File: config.mk
export PLATFORM = sky130hd
export DESIGN_NAME = stepper_phase_sequencer
export DESIGN_NICKNAME = d
export VERILOG_FILES = /design/src/stepper_pkg.sv /design/src/pin_sync_if.sv /design/src/pin_sync.sv /design/src/stepper_phase_sequencer.sv
export SDC_FILE = /design/constraint.sdc
export NUM_CORES = 1
export LEC_CHECK = 0
export BUFFER_PORTS_ARGS = -buffer_cell sky130_fd_sc_hd__buf_4
export CORE_MARGIN = 2
export CORE_UTILIZATION = 26
export CTS_CLUSTER_SIZE = 30
export DETAILED_ROUTE_END_ITERATION = 8
export PLACE_DENSITY_LB_ADDON = 0.08
export SYNTH_ARGS = -nofsm -noshare
export SYNTH_HDL_FRONTEND = slang
export SYNTH_SLANG_ARGS = --single-unit
File: constraint.sdc
create_clock -name clk_sys -period 3.6 [get_ports clk_sys]
set_input_delay 0.54 -clock clk_sys [delete_from_list [all_inputs] [get_ports clk_sys]]
set_output_delay 0.54 -clock clk_sys [all_outputs]
set_load 0.01 [all_outputs]
File: src/stepper_pkg.sv
// Shared constants and types for the stepper phase sequencer
package stepper_pkg;
   localparam logic [2:0] STATE_ONE = 3'h0;
   localparam logic [2:0] STATE_EIGHT = 3'h7;
   localparam logic [2:0] STEP_HALF = 3'h1;
   localparam logic [2:0] STEP_FULL = 3'h2;
   localparam int SYNC_DEPTH = 3;
   // Bridge decode word: {phase_a, en_a, phase_b, en_b}
   localparam logic [3:0] DRIVE_S1 = 4'hF;
   localparam logic [3:0] DRIVE_S2 = 4'hC;
   localparam logic [3:0] DRIVE_S3 = 4'h7;
   localparam logic [3:0] DRIVE_S4 = 4'h3;
   localparam logic [3:0] DRIVE_S5 = 4'h5;
   localparam logic [3:0] DRIVE_S6 = 4'h4;
   localparam logic [3:0] DRIVE_S7 = 4'hD;
   localparam logic [3:0] DRIVE_S8 = 4'h1;
   typedef enum logic [1:0] {
      GATE_RUN = 2'b00,
      GATE_OVERCURRENT = 2'b01,
      GATE_RECOVER = 2'b10
   } gate_state_t;
endpackage : stepper_pkg

File: src/pin_sync_if.sv
// Synchronised pin levels and change events between sequencer modules
`timescale 1ns/10ps
`default_nettype none
interface pin_sync_if;
   logic step_rise;
   logic half_sel;
   logic direction_select;
   logic en_level;
   logic thermal_hot;
   logic overcurrent_detector;
   modport source (output step_rise, half_sel, direction_select, en_level, thermal_hot,
      overcurrent_detector);
   modport sink (input step_rise, half_sel, direction_select, en_level, thermal_hot,
      overcurrent_detector);
endinterface : pin_sync_if
`default_nettype wire

File: src/pin_sync.sv
// Three-stage synchronisers with agreement filter for asynchronous pins
`timescale 1ns/10ps
`default_nettype none
module pin_sync (
   input wire logic clk_sys,
   input wire logic rst,
   input wire logic clk_en,
   input wire logic step_clock_pin,
   input wire logic half_sel_pin,
   input wire logic direction_pin,
   input wire logic en_pin_in,
   input wire logic thermal_pin,
   input wire logic overcurrent_pin,
   pin_sync_if.source sync
);
   typedef struct packed {
      logic [5:0] s1;
      logic [5:0] s2;
      logic [5:0] s3;
      logic [5:0] level;
      logic rise;
   } sync_state_t;
   sync_state_t state_r;
   sync_state_t state_nxt;
   always_comb begin
      state_nxt = state_r;
      state_nxt.rise = 1'b0;
      state_nxt.s1 = {overcurrent_pin, thermal_pin, en_pin_in, direction_pin,
         half_sel_pin, step_clock_pin};
      state_nxt.s2 = state_r.s1;
      state_nxt.s3 = state_r.s2;
      for (int i = 0; i < 6; i++) begin
         if (state_r.s2[i] == state_r.s3[i]) begin
            state_nxt.level[i] = state_r.s2[i];
         end
      end
      // Step edge counted once on filtered rising level change
      if (state_nxt.level[0] && !state_r.level[0]) begin
         state_nxt.rise = 1'b1;
      end
   end
   always_ff @(posedge clk_sys or posedge rst) begin
      if (rst) begin
         state_r <= '0;
         state_r.level[3] <= 1'b1;
      end else if (clk_en) begin
         state_r <= state_nxt;
      end
   end
   assign sync.step_rise = state_r.rise;
   assign sync.half_sel = state_r.level[1];
   assign sync.direction_select = state_r.level[2];
   assign sync.en_level = state_r.level[3];
   assign sync.thermal_hot = state_r.level[4];
   assign sync.overcurrent_detector = state_r.level[5];
endmodule : pin_sync
`default_nettype wire

File: src/stepper_phase_sequencer.sv
// Phase sequence generator with fault-driven bridge disable
`timescale 1ns/10ps
`default_nettype none
module stepper_phase_sequencer (
   input wire logic clk_sys,
   input wire logic rst,
   input wire logic clk_en,
   input wire logic step_clock,
   input wire logic half_sel,
   input wire logic direction_select,
   input wire logic seq_reset,
   input wire logic en_pin_in,
   input wire logic thermal_hot_in,
   input wire logic overcurrent_detector,
   output logic en_pin_out,
   output logic en_pin_oe,
   output logic phase_a,
   output logic enable_a,
   output logic phase_b,
   output logic enable_b,
   output logic [2:0] seq_state,
   output logic fault_active
);
   pin_sync_if sync ();

   pin_sync u_sync (
      .clk_sys(clk_sys),
      .rst(rst),
      .clk_en(clk_en),
      .step_clock_pin(step_clock),
      .half_sel_pin(half_sel),
      .direction_pin(direction_select),
      .en_pin_in(en_pin_in),
      .thermal_pin(thermal_hot_in),
      .overcurrent_pin(overcurrent_detector),
      .sync(sync)
   );

   typedef struct packed {
      logic [2:0] state;
      stepper_pkg::gate_state_t gate;
      logic pull_low;
      logic [3:0] drive;
      logic fault;
      logic reset_s1;
      logic reset_s2;
      logic reset_s3;
      logic reset_lvl;
   } seq_state_t;

   seq_state_t state_r;
   seq_state_t state_nxt;

   // Next sequencer state for one step
   function automatic logic [2:0] next_state(input logic [2:0] cur, input logic half,
      input logic dir);
      logic [2:0] inc;
      inc = half ? stepper_pkg::STEP_HALF : stepper_pkg::STEP_FULL;
      // Odd/even parity is kept by the stride of two
      if (dir) begin
         next_state = 3'(cur + inc);
      end else begin
         next_state = 3'(cur - inc);
      end
   endfunction : next_state

   // Bridge drive pattern for a state
   function automatic logic [3:0] decode(input logic [2:0] s);
      case (s)
         3'h0: decode = stepper_pkg::DRIVE_S1;
         3'h1: decode = stepper_pkg::DRIVE_S2;
         3'h2: decode = stepper_pkg::DRIVE_S3;
         3'h3: decode = stepper_pkg::DRIVE_S4;
         3'h4: decode = stepper_pkg::DRIVE_S5;
         3'h5: decode = stepper_pkg::DRIVE_S6;
         3'h6: decode = stepper_pkg::DRIVE_S7;
         3'h7: decode = stepper_pkg::DRIVE_S8;
         default: decode = stepper_pkg::DRIVE_S1;
      endcase
   endfunction : decode

   always_comb begin
      state_nxt = state_r;
      state_nxt.reset_s1 = seq_reset;
      state_nxt.reset_s2 = state_r.reset_s1;
      state_nxt.reset_s3 = state_r.reset_s2;
      if (state_r.reset_s2 == state_r.reset_s3) begin
         state_nxt.reset_lvl = state_r.reset_s2;
      end
      if (state_r.reset_lvl) begin
         // Reset input holds state 1 whatever select and direction say
         state_nxt.state = stepper_pkg::STATE_ONE;
      end else if (sync.step_rise) begin
         // Stride follows half select, direction follows direction select
         state_nxt.state = next_state(state_r.state, sync.half_sel, sync.direction_select);
      end
      case (state_r.gate)
         stepper_pkg::GATE_RUN: begin
            state_nxt.pull_low = 1'b0;
            if (sync.overcurrent_detector) begin
               state_nxt.gate = stepper_pkg::GATE_OVERCURRENT;
               state_nxt.pull_low = 1'b1;
            end
         end
         stepper_pkg::GATE_OVERCURRENT: begin
            state_nxt.pull_low = 1'b1;
            if (!sync.overcurrent_detector) begin
               // Release the pin; external RC sets the recovery time
               state_nxt.gate = stepper_pkg::GATE_RECOVER;
               state_nxt.pull_low = 1'b0;
            end
         end
         stepper_pkg::GATE_RECOVER: begin
            state_nxt.pull_low = 1'b0;
            if (sync.overcurrent_detector) begin
               state_nxt.gate = stepper_pkg::GATE_OVERCURRENT;
               state_nxt.pull_low = 1'b1;
            end else if (sync.en_level) begin
               state_nxt.gate = stepper_pkg::GATE_RUN;
            end
         end
         default: begin
            state_nxt.gate = stepper_pkg::GATE_RUN;
            state_nxt.pull_low = 1'b0;
         end
      endcase
      // Bridges off while faulted, pin low or too hot
      state_nxt.fault = (state_nxt.gate != stepper_pkg::GATE_RUN) || sync.thermal_hot;
      state_nxt.drive = decode(state_nxt.state);
      if (state_nxt.fault || !sync.en_level) begin
         state_nxt.drive[2] = 1'b0;
         state_nxt.drive[0] = 1'b0;
      end
   end

   always_ff @(posedge clk_sys or posedge rst) begin
      if (rst) begin
         state_r <= '0;
         state_r.gate <= stepper_pkg::GATE_RUN;
         state_r.drive <= 4'hA;
      end else if (clk_en) begin
         state_r <= state_nxt;
      end
   end

   assign en_pin_out = 1'b0;
   assign en_pin_oe = state_r.pull_low;
   assign phase_a = state_r.drive[3];
   assign enable_a = state_r.drive[2];
   assign phase_b = state_r.drive[1];
   assign enable_b = state_r.drive[0];
   assign seq_state = state_r.state;
   assign fault_active = state_r.fault;
endmodule : stepper_phase_sequencer
`default_nettype wire

==> results by group, run 1 <==
Run status
  • Outcome: completed

Route
  • Wire per inst: 12.4 um
  • DRT antenna net count: 0
  • DRT Pass-1 Iters: 4
  • Routed wire length: a little over 3000 um
  • Met1 WL: 1560 um
  • Initial DRC count: 63
  • DR vias: 1144
  • Vias per cell: between 4 and 5
  • Drt drc: 0
  • Top routing layer in use: met4
  • Met3 wire len: about 170 um
  • DR WL met2: ~1400 um

Setup path
  • Worst EP arrival: between 2 and 2.5 ns
  • WS Path Type: register to register
  • CP Max Fanout: 4
  • Critical path startpoint category: register
  • Setup crit end kind: register
  • WP data required: 3.77 ns

Timing
  • Setup TNS: 0 ns
  • Tcrit/Tclk final: 53.2%
  • Tmin final: roughly 1.9 ns
  • Final Hold Fails: 0
  • Slew @ Worst Pin: 0.514 ns
  • RSZ-0062 raised after global routing: no
  • Skew final: 0.00807 ns
  • Hold slack final: 0.379 ns
  • # setup viols final: 0
  • Rel. slew slack: 65.7%
  • Fmax: around 520 MHz
  • Final slew viol count: 0
  • Post-route setup slack: 1.68 ns

Yosys
  • Post-synth EDFFs: 0
  • Post-synthesis instance area: 1750 sq um
  • Area contributors post-synth: dfrtp_1 53%, mux2_2 9.0%, o21ai_0 7.4%, dfstp_2 4.5%, inv_1 3.0%
  • Top cell type's share of synthesized area: between 50 and 60%
  • Prevailing post-synth register cell: dfrtp_1
  • Post-synth top area cell: dfrtp_1
  • Synthesis-stage register bit count: 40
  • Yosys warnings: 0
  • Post-synthesis cell type count: 35
  • Post-Syn Nets: between 150 and 200
  • Post-synthesis sequential area ratio: 57.5%
  • Cells after synthesis: 158
  • Post-synth ARST share: 100%
  • Avg Inst Size Synth: about 11 sq um

Global routing
  • GRT Util Overall: 9.57%
  • Grt total ovfl: 0
  • Number of global-route vias before repair: around 1100
  • Pin count of the biggest net entering global routing: 51
  • First-pass GRT wire length: about 5600 um
  • Initial antenna violation count: 0

Die
  • Initial Util: 27.2%
  • Die width: 86.0 um
  • # rows: 29
  • DIE AREA: 7390 sq um
  • # IOs: 20
  • Overall die height: 86.0 um
  • Core Region: 6420 sq um

Clocking
  • CTS tree: done
  • Hold_buf cts: 0
  • CTS max path bufs: 2
  • Clock Latency Late Sink: 0.29 ns
  • Post-CTS Setup Repair Bufs: 0
  • H-tree Lvls: 2
  • Root Driver: clkbuf_8
  • Clock sink total: 40
  • Post-CTS Resized: 0
  • Num CTS Buffers: 5
  • Clock-pin slew on the worst setup and hold paths: roughly 0.07 ns

Placed design
  • Placer Congestion: approximately 0.7
  • DPL Wire Length: 2020 um
  • Place WS: about 1.7 ns
  • I/O Buffers: 18

Power
  • P_leak: ~0.9 nW
  • Cell Pwr Density: 641 nW/um^2
  • Worst vdd ir: 163 uV

Worst hold path
  • Tightest Hold Check Type: input port to async pin

Layout
  • Area grow syn2layout: 16.5%
  • Filler Cells Inserted: 653
  • Antenna cells: 0
  • Nets: 186
  • Share of cells above drive strength 1: 27.4%

Job
  • Maxcap violations: 0
-- layout by cell type, fill, tap and decap left out, types with 2 or more instances in the layout --
master / Yosys / final
dfrtp_1: 37 / 37
o21ai_0: 26 / 26
buf_4: 4 / 19
inv_1: 14 / 14
mux2_2: 14 / 14
a21oi_1: 10 / 10
nor2_1: 9 / 9
nand2_1: 8 / 8
clkbuf_8: 0 / 5
dfstp_2: 3 / 3
nor2b_1: 2 / 2
mux2i_1: 2 / 2
o2bb2ai_1: 2 / 2
-- layout make-up --
cell class              count  area [sq um]  share of cell area, %
repair buffers             19           143                   7.01
inverters                  14          52.6                   2.58
clock inverters             2          35.0                   1.72
well taps                  77          96.3                   4.73
multi-input cells          94           632                   31.0
clock buffers               6          72.6                   3.56
flip-flops and latches     40          1000                   49.4
-- worst max-delay path, stage by stage (launching register included) --
cell and delay, ns:
dfrtp_1 0.41, and2_2 0.21, fa_1 0.40, xor2_1 0.20, a21oi_1 0.09, a31o_2 0.24
mux2_4 0.25
-- logic make-up after synthesis --
family | synth area share (%)
buffers and inverters | 6.30
multiplexers | 11.0
XOR/XNOR | 0.502
AO/OA/AOI/OAI | 16.0
flip-flops | 57.5
other | 0.215
adder cells (fa/ha/maj) | 1.86
AND/OR/NAND/NOR | 6.59
-- report_power, final --
group	internal (mW)	total, mW	switching (mW)
sequential	0.562	0.648	0.0869
clock	0.206	0.359	0.153
combinational	0.150	0.297	0.147
-- worst paths after layout --
path,start,end,slack [ns],depth (start not counted)
worst max-delay path,u_sync.sync.direction_select,seq_state[2],1.68,6
worst min-delay path,rst,u_sync.state_nxt[14],0.38,3
worst max register to register,u_sync.sync.direction_select,seq_state[2],1.68,6
worst min register to register,phase_b,phase_b,0.49,1
max in group asynchronous,rst,phase_a,2.85,3
min in group clk_sys,seq_reset,state_nxt[2],0.48,2
-- flip-flops by register name, summed over array words and instances (netlist names) --
name and cells:
u_sync.sync.half_sel 1, fault_active 1, phase_a 1, state_nxt 2
en_pin_oe 1, u_sync.sync.en_level 1, u_sync.sync.step_rise 1, u_sync.sync.overcurrent_detector 1
enable_a 1, u_sync.state_nxt 12, u_sync.sync.direction_select 1, u_sync.state_r 7
state_r 4, enable_b 1, seq_state 3, u_sync.sync.thermal_hot 1
phase_b 1
-- metal layers --
| layer | up-vias | GRT usage (%) |
|---|---|---|
| li1 | 564 | - |
| met1 | 549 | 13.5 |
| met2 | 29 | 13.6 |
| met3 | 2 | 3.18 |
| met4 | 0 | 3.46 |
| met5 | - | 0 |
-- per-stage QoR --
stage | instance area (sq um) | utilization (%) | std cells | total power, mW
after floorplan | 1750 | - | 158 | 0.857
after global placement | 1930 | 30.0 | 244 | 0.955
after detailed placement | 1930 | 30.0 | 244 | 0.961
after CTS | 2040 | 31.7 | 252 | 1.33
after global routing | 2040 | 31.7 | 252 | 1.41
final | 2040 | 31.7 | 252 | 1.31
-- synth_stat cells, types with 2 or more instances --
cell type,n
dfstp_2,3
o21ai_0,26
nand2_1,8
nor2b_1,2
buf_4,4
o2bb2ai_1,2
mux2_2,14
clkbuf_1,2
inv_1,14
mux2i_1,2
dfrtp_1,37
buf_2,4
a21oi_1,10
nor2_1,9
Note: power is estimated with default switching activity, not from simulation.
==> run 2: changes to the inputs <==
Settings changed: ABC_AREA from default to 1.
Clock period 3.6 ns to 2 ns, I/O delays scaled along.
==> run 2 against run 1 <==
Cell count grew 18%; total power grew 62%; hold slack worse by 0.24 ns; synthesized area fell by 0.14%; combinational power is 72% higher; sequential share of layout area grew 0.68 points; clock skew shrank 0.0043 ns; non-clock buffer count increased by 1; worst setup slack got worse by 1.5 ns; die area shrank 0.14%; critical path type unchanged; largest power group unchanged.
==> results by group, run 2 <==
Timing
  • Final Hold Fails: 0 (unchanged)
  • Tmin final: 1.77 ns (was 1.92 ns)
  • Fmax: 565 MHz (was 522 MHz)
  • RSZ-0062 raised after global routing: no (unchanged)
  • Slew @ Worst Pin: 0.571 ns (was 0.514 ns)
  • Setup TNS: 0 ns (unchanged)
  • Final slew viol count: 0 (unchanged)
  • Rel. slew slack: 61.9% (was 65.7%)
  • # setup viols final: 0 (unchanged)
  • Skew final: 0.00378 ns (was 0.00807 ns)
  • Tcrit/Tclk final: 88.6% (was 53.2%)

Setup path
  • R2R depth: 10 (was 6)
  • Most used cell, CP: nand2_1
  • CP Max Fanout: 4 (unchanged)
  • Setup crit end kind: register (unchanged)
  • WS Path Type: register to register (unchanged)
  • Slowest stage cell, crit path: dfrtp_1 (unchanged)
  • WP data required: 2.18 ns (was 3.77 ns)
  • Worst EP arrival: 1.96 ns (was 2.09 ns)
  • Critical path startpoint category: register (unchanged)
  • Slowest cell delay on critical path: 0.41 ns (about the same)
  • CP Cell Sequence: ha_1 > inv_1 > fa_1 > nand2_1 > nand2_1 > nor2_2 > nand2_2 > o22a_1 > nand2_1 > inv_1 (was and2_2 > fa_1 > xor2_1 > a21oi_1 > a31o_2 > mux2_4)

Placed design
  • I/O Buffers: 18 (unchanged)
  • DPL Wire Length: 2060 um (was 2020 um)
  • Dpl cells: 290 (was 244)
  • Placer Congestion: 0.701 (was 0.704)

Yosys
  • Synthesis-stage register bit count: 40 (unchanged)
  • Yosys warnings: 0 (unchanged)
  • Post-synthesis sequential area ratio: 57.6% (was 57.5%)
  • Post-Syn Nets: 216 (was 170)
  • Post-synth ARST share: 100% (unchanged)
  • Prevailing post-synth register cell: dfrtp_1 (unchanged)
  • Area contributors post-synth: dfrtp_1 53%, nand2_1 17%, dfstp_2 4.5%, nor2_1 3.7%, o21ai_0 3.4% (was dfrtp_1 53%, mux2_2 9.0%, o21ai_0 7.4%, dfstp_2 4.5%, inv_1 3.0%)
  • Top cell type's share of synthesized area: 53.1% (was 53.0%)
  • Post-synthesis instance area: 1740 sq um (was 1750 sq um)
  • Post-synth top area cell: dfrtp_1 (unchanged)
  • Post-synth top cells: 79 x nand2_1, 37 x dfrtp_1, 17 x nor2_1 (was 37 x dfrtp_1, 26 x o21ai_0, 14 x inv_1, 14 x mux2_2, 10 x a21oi_1)
  • Post-synth EDFFs: 0 (unchanged)
  • Cells after synthesis: 204 (was 158)
  • Post-synthesis cell type count: 24 (was 35)
  • Avg Inst Size Synth: 8.55 sq um (was 11.1 sq um)
  • Count leader, synth: nand2_1 (was dfrtp_1)

Global routing
  • First-pass GRT wire length: 6090 um (was 5580 um)
  • Number of global-route vias before repair: 1282 (was 1142)
  • Grt total ovfl: 0 (unchanged)
  • GRT Util Overall: 10.4% (was 9.57%)
  • Met1 GRT Util: 14.2% (was 13.5%)
  • Initial antenna violation count: 0 (unchanged)
  • Pin count of the biggest net entering global routing: 41 (was 51)
  • Met2 Use GR: 15.9% (was 13.6%)
  • GR peak layer: met2 (unchanged)
  • Met3 Use GR: 2.89% (was 3.18%)

Clocking
  • Post-CTS Setup Repair Bufs: 0 (unchanged)
  • Hold_buf cts: 0 (unchanged)
  • Post-CTS Resized: 0 (unchanged)
  • CTS max path bufs: 2 (unchanged)
  • Root Driver: clkbuf_8 (unchanged)
  • Clock sink total: 40 (unchanged)
  • Num CTS Buffers: 5 (unchanged)
  • H-tree Lvls: 2 (unchanged)
  • Clock-pin slew on the worst setup and hold paths: 0.08 ns (was 0.07 ns)
  • Clock Latency Late Sink: 0.28 ns (was 0.29 ns)
  • CTS tree: done (unchanged)

Die
  • Initial Util: 27.2% (about the same)
  • DIE AREA: 7380 sq um (was 7390 sq um)
  • Overall die height: 85.9 um (was 86.0 um)
  • # rows: 29 (unchanged)
  • Core Region: 6420 sq um (unchanged)
  • # IOs: 20 (unchanged)
  • Die width: 85.9 um (was 86.0 um)

Layout
  • Antenna cells: 0 (unchanged)
  • Final cell count without fillers: 297 (was 252)
  • Most frequent cells in the layout: 79 x nand2_1, 37 x dfrtp_1, 20 x buf_4 (was 37 x dfrtp_1, 26 x o21ai_0, 19 x buf_4)
  • Area grow syn2layout: 15.1% (was 16.5%)
  • Max reg flops: 12 (unchanged)
  • Most common library cell in the layout ignoring fill and taps: nand2_1 (was dfrtp_1)
  • Nets: 232 (was 186)
  • Share of cells above drive strength 1: 16.8% (was 27.4%)

Power
  • P_leak: 1.02 nW (was 0.899 nW)
  • Cell Pwr Density: 1050 nW/um^2 (was 641 nW/um^2)
  • Worst vdd ir: 356 uV (was 163 uV)

Route
  • DR vias: 1267 (was 1144)
  • Routed wire length: 3310 um (was 3120 um)
  • Initial DRC count: 129 (was 63)
  • Wire per inst: 11.1 um (was 12.4 um)
  • DRT antenna net count: 0 (unchanged)
  • DRT Pass-1 Iters: 4 (unchanged)
  • Drt drc: 0 (unchanged)
  • Vias per cell: 4.27 (was 4.54)

Worst hold path
  • Tightest Hold Check Type: input port to async pin (unchanged)

Job
  • Maxcap violations: 0 (unchanged)

Run status
  • Outcome: completed (unchanged)
==> run 2: cell types whose count changed after synthesis, sizes merged, moves of 4 or more <==
cell	before	now
a21oi	10	1
mux2	15	0
nand2	8	80
nand3	0	4
nor2	9	19
o211ai	0	4
o21ai	27	18
==> run 2: final timing paths <==
check,start,to,slack [ns]
setup / recovery,seq_state[0],enable_a,0.23
hold / removal,rst,u_sync.state_nxt[16],0.13
setup reg to reg,seq_state[0],enable_a,0.23
hold reg to reg,phase_b,phase_b,0.47
max in group asynchronous,rst,u_sync.sync.en_level,1.48
min in group clk_sys,half_sel,u_sync.state_nxt[14],0.21
==> run 2: logic make-up after synthesis <==
family,share of synthesized area [%]
simple gates,24.4
flops,57.6
buf+inv,7.32
compound gates,8.61
fa+ha+maj,1.87
other cells,0.215
==> run 2: per-layer routing <==
metal  share of wire (%)  vias to the layer above  wire (um)
li1                    -                      670          -
met1                  53                      569       1740
met2                  42                       26       1400
met3                 4.3                        2        141
met4                0.70                        0         23
met5                   0                        -          0
==> run 2: metrics by stage <==
stage / hold slack [ns] / setup slack (ns) / util (%) / power (mW) / instance area, sq um
floorplan: 0.417 / 0.323 / - / 1.46 / 1740
global placement: 0.454 / 0.251 / 30.0 / 1.63 / 1930
detailed placement: 0.458 / 0.230 / 30.0 / 1.63 / 1930
CTS: 0.160 / 0.215 / 31.3 / 2.17 / 2010
global route: 0.177 / 0.105 / 31.3 / 2.32 / 2010
finish: 0.135 / 0.229 / 31.3 / 2.12 / 2010
==> run 2: worst max-delay path, delay by kind of cell, from the launching register on <==
| kind | cells | cell delay, ns |
|---|---|---|
| flip-flops | 1 | 0.41 |
| buffers and inverters | 2 | 0.09 |
| adder cells (fa/ha/maj) | 2 | 0.61 |
| AND/OR/NAND/NOR | 5 | 0.39 |
| AO/OA/AOI/OAI | 1 | 0.17 |
==> run 2: cell type report <==
class                   count  area, sq um
fillers                   680         4410
flip-flops and latches     40         1000
multi-input cells         136          612
repair buffers             20          150
well taps                  77         96.3
clock buffers               5         68.8
inverters                  17         63.8
clock inverters             2         12.5
==> run 2: power by group <==
| part | internal [mW] | switching, mW |
|---|---|---|
| clock network | 0.236 | 0.278 |
| registers | 0.976 | 0.118 |
| logic | 0.225 | 0.285 |
| total | 1.44 | 0.680 |
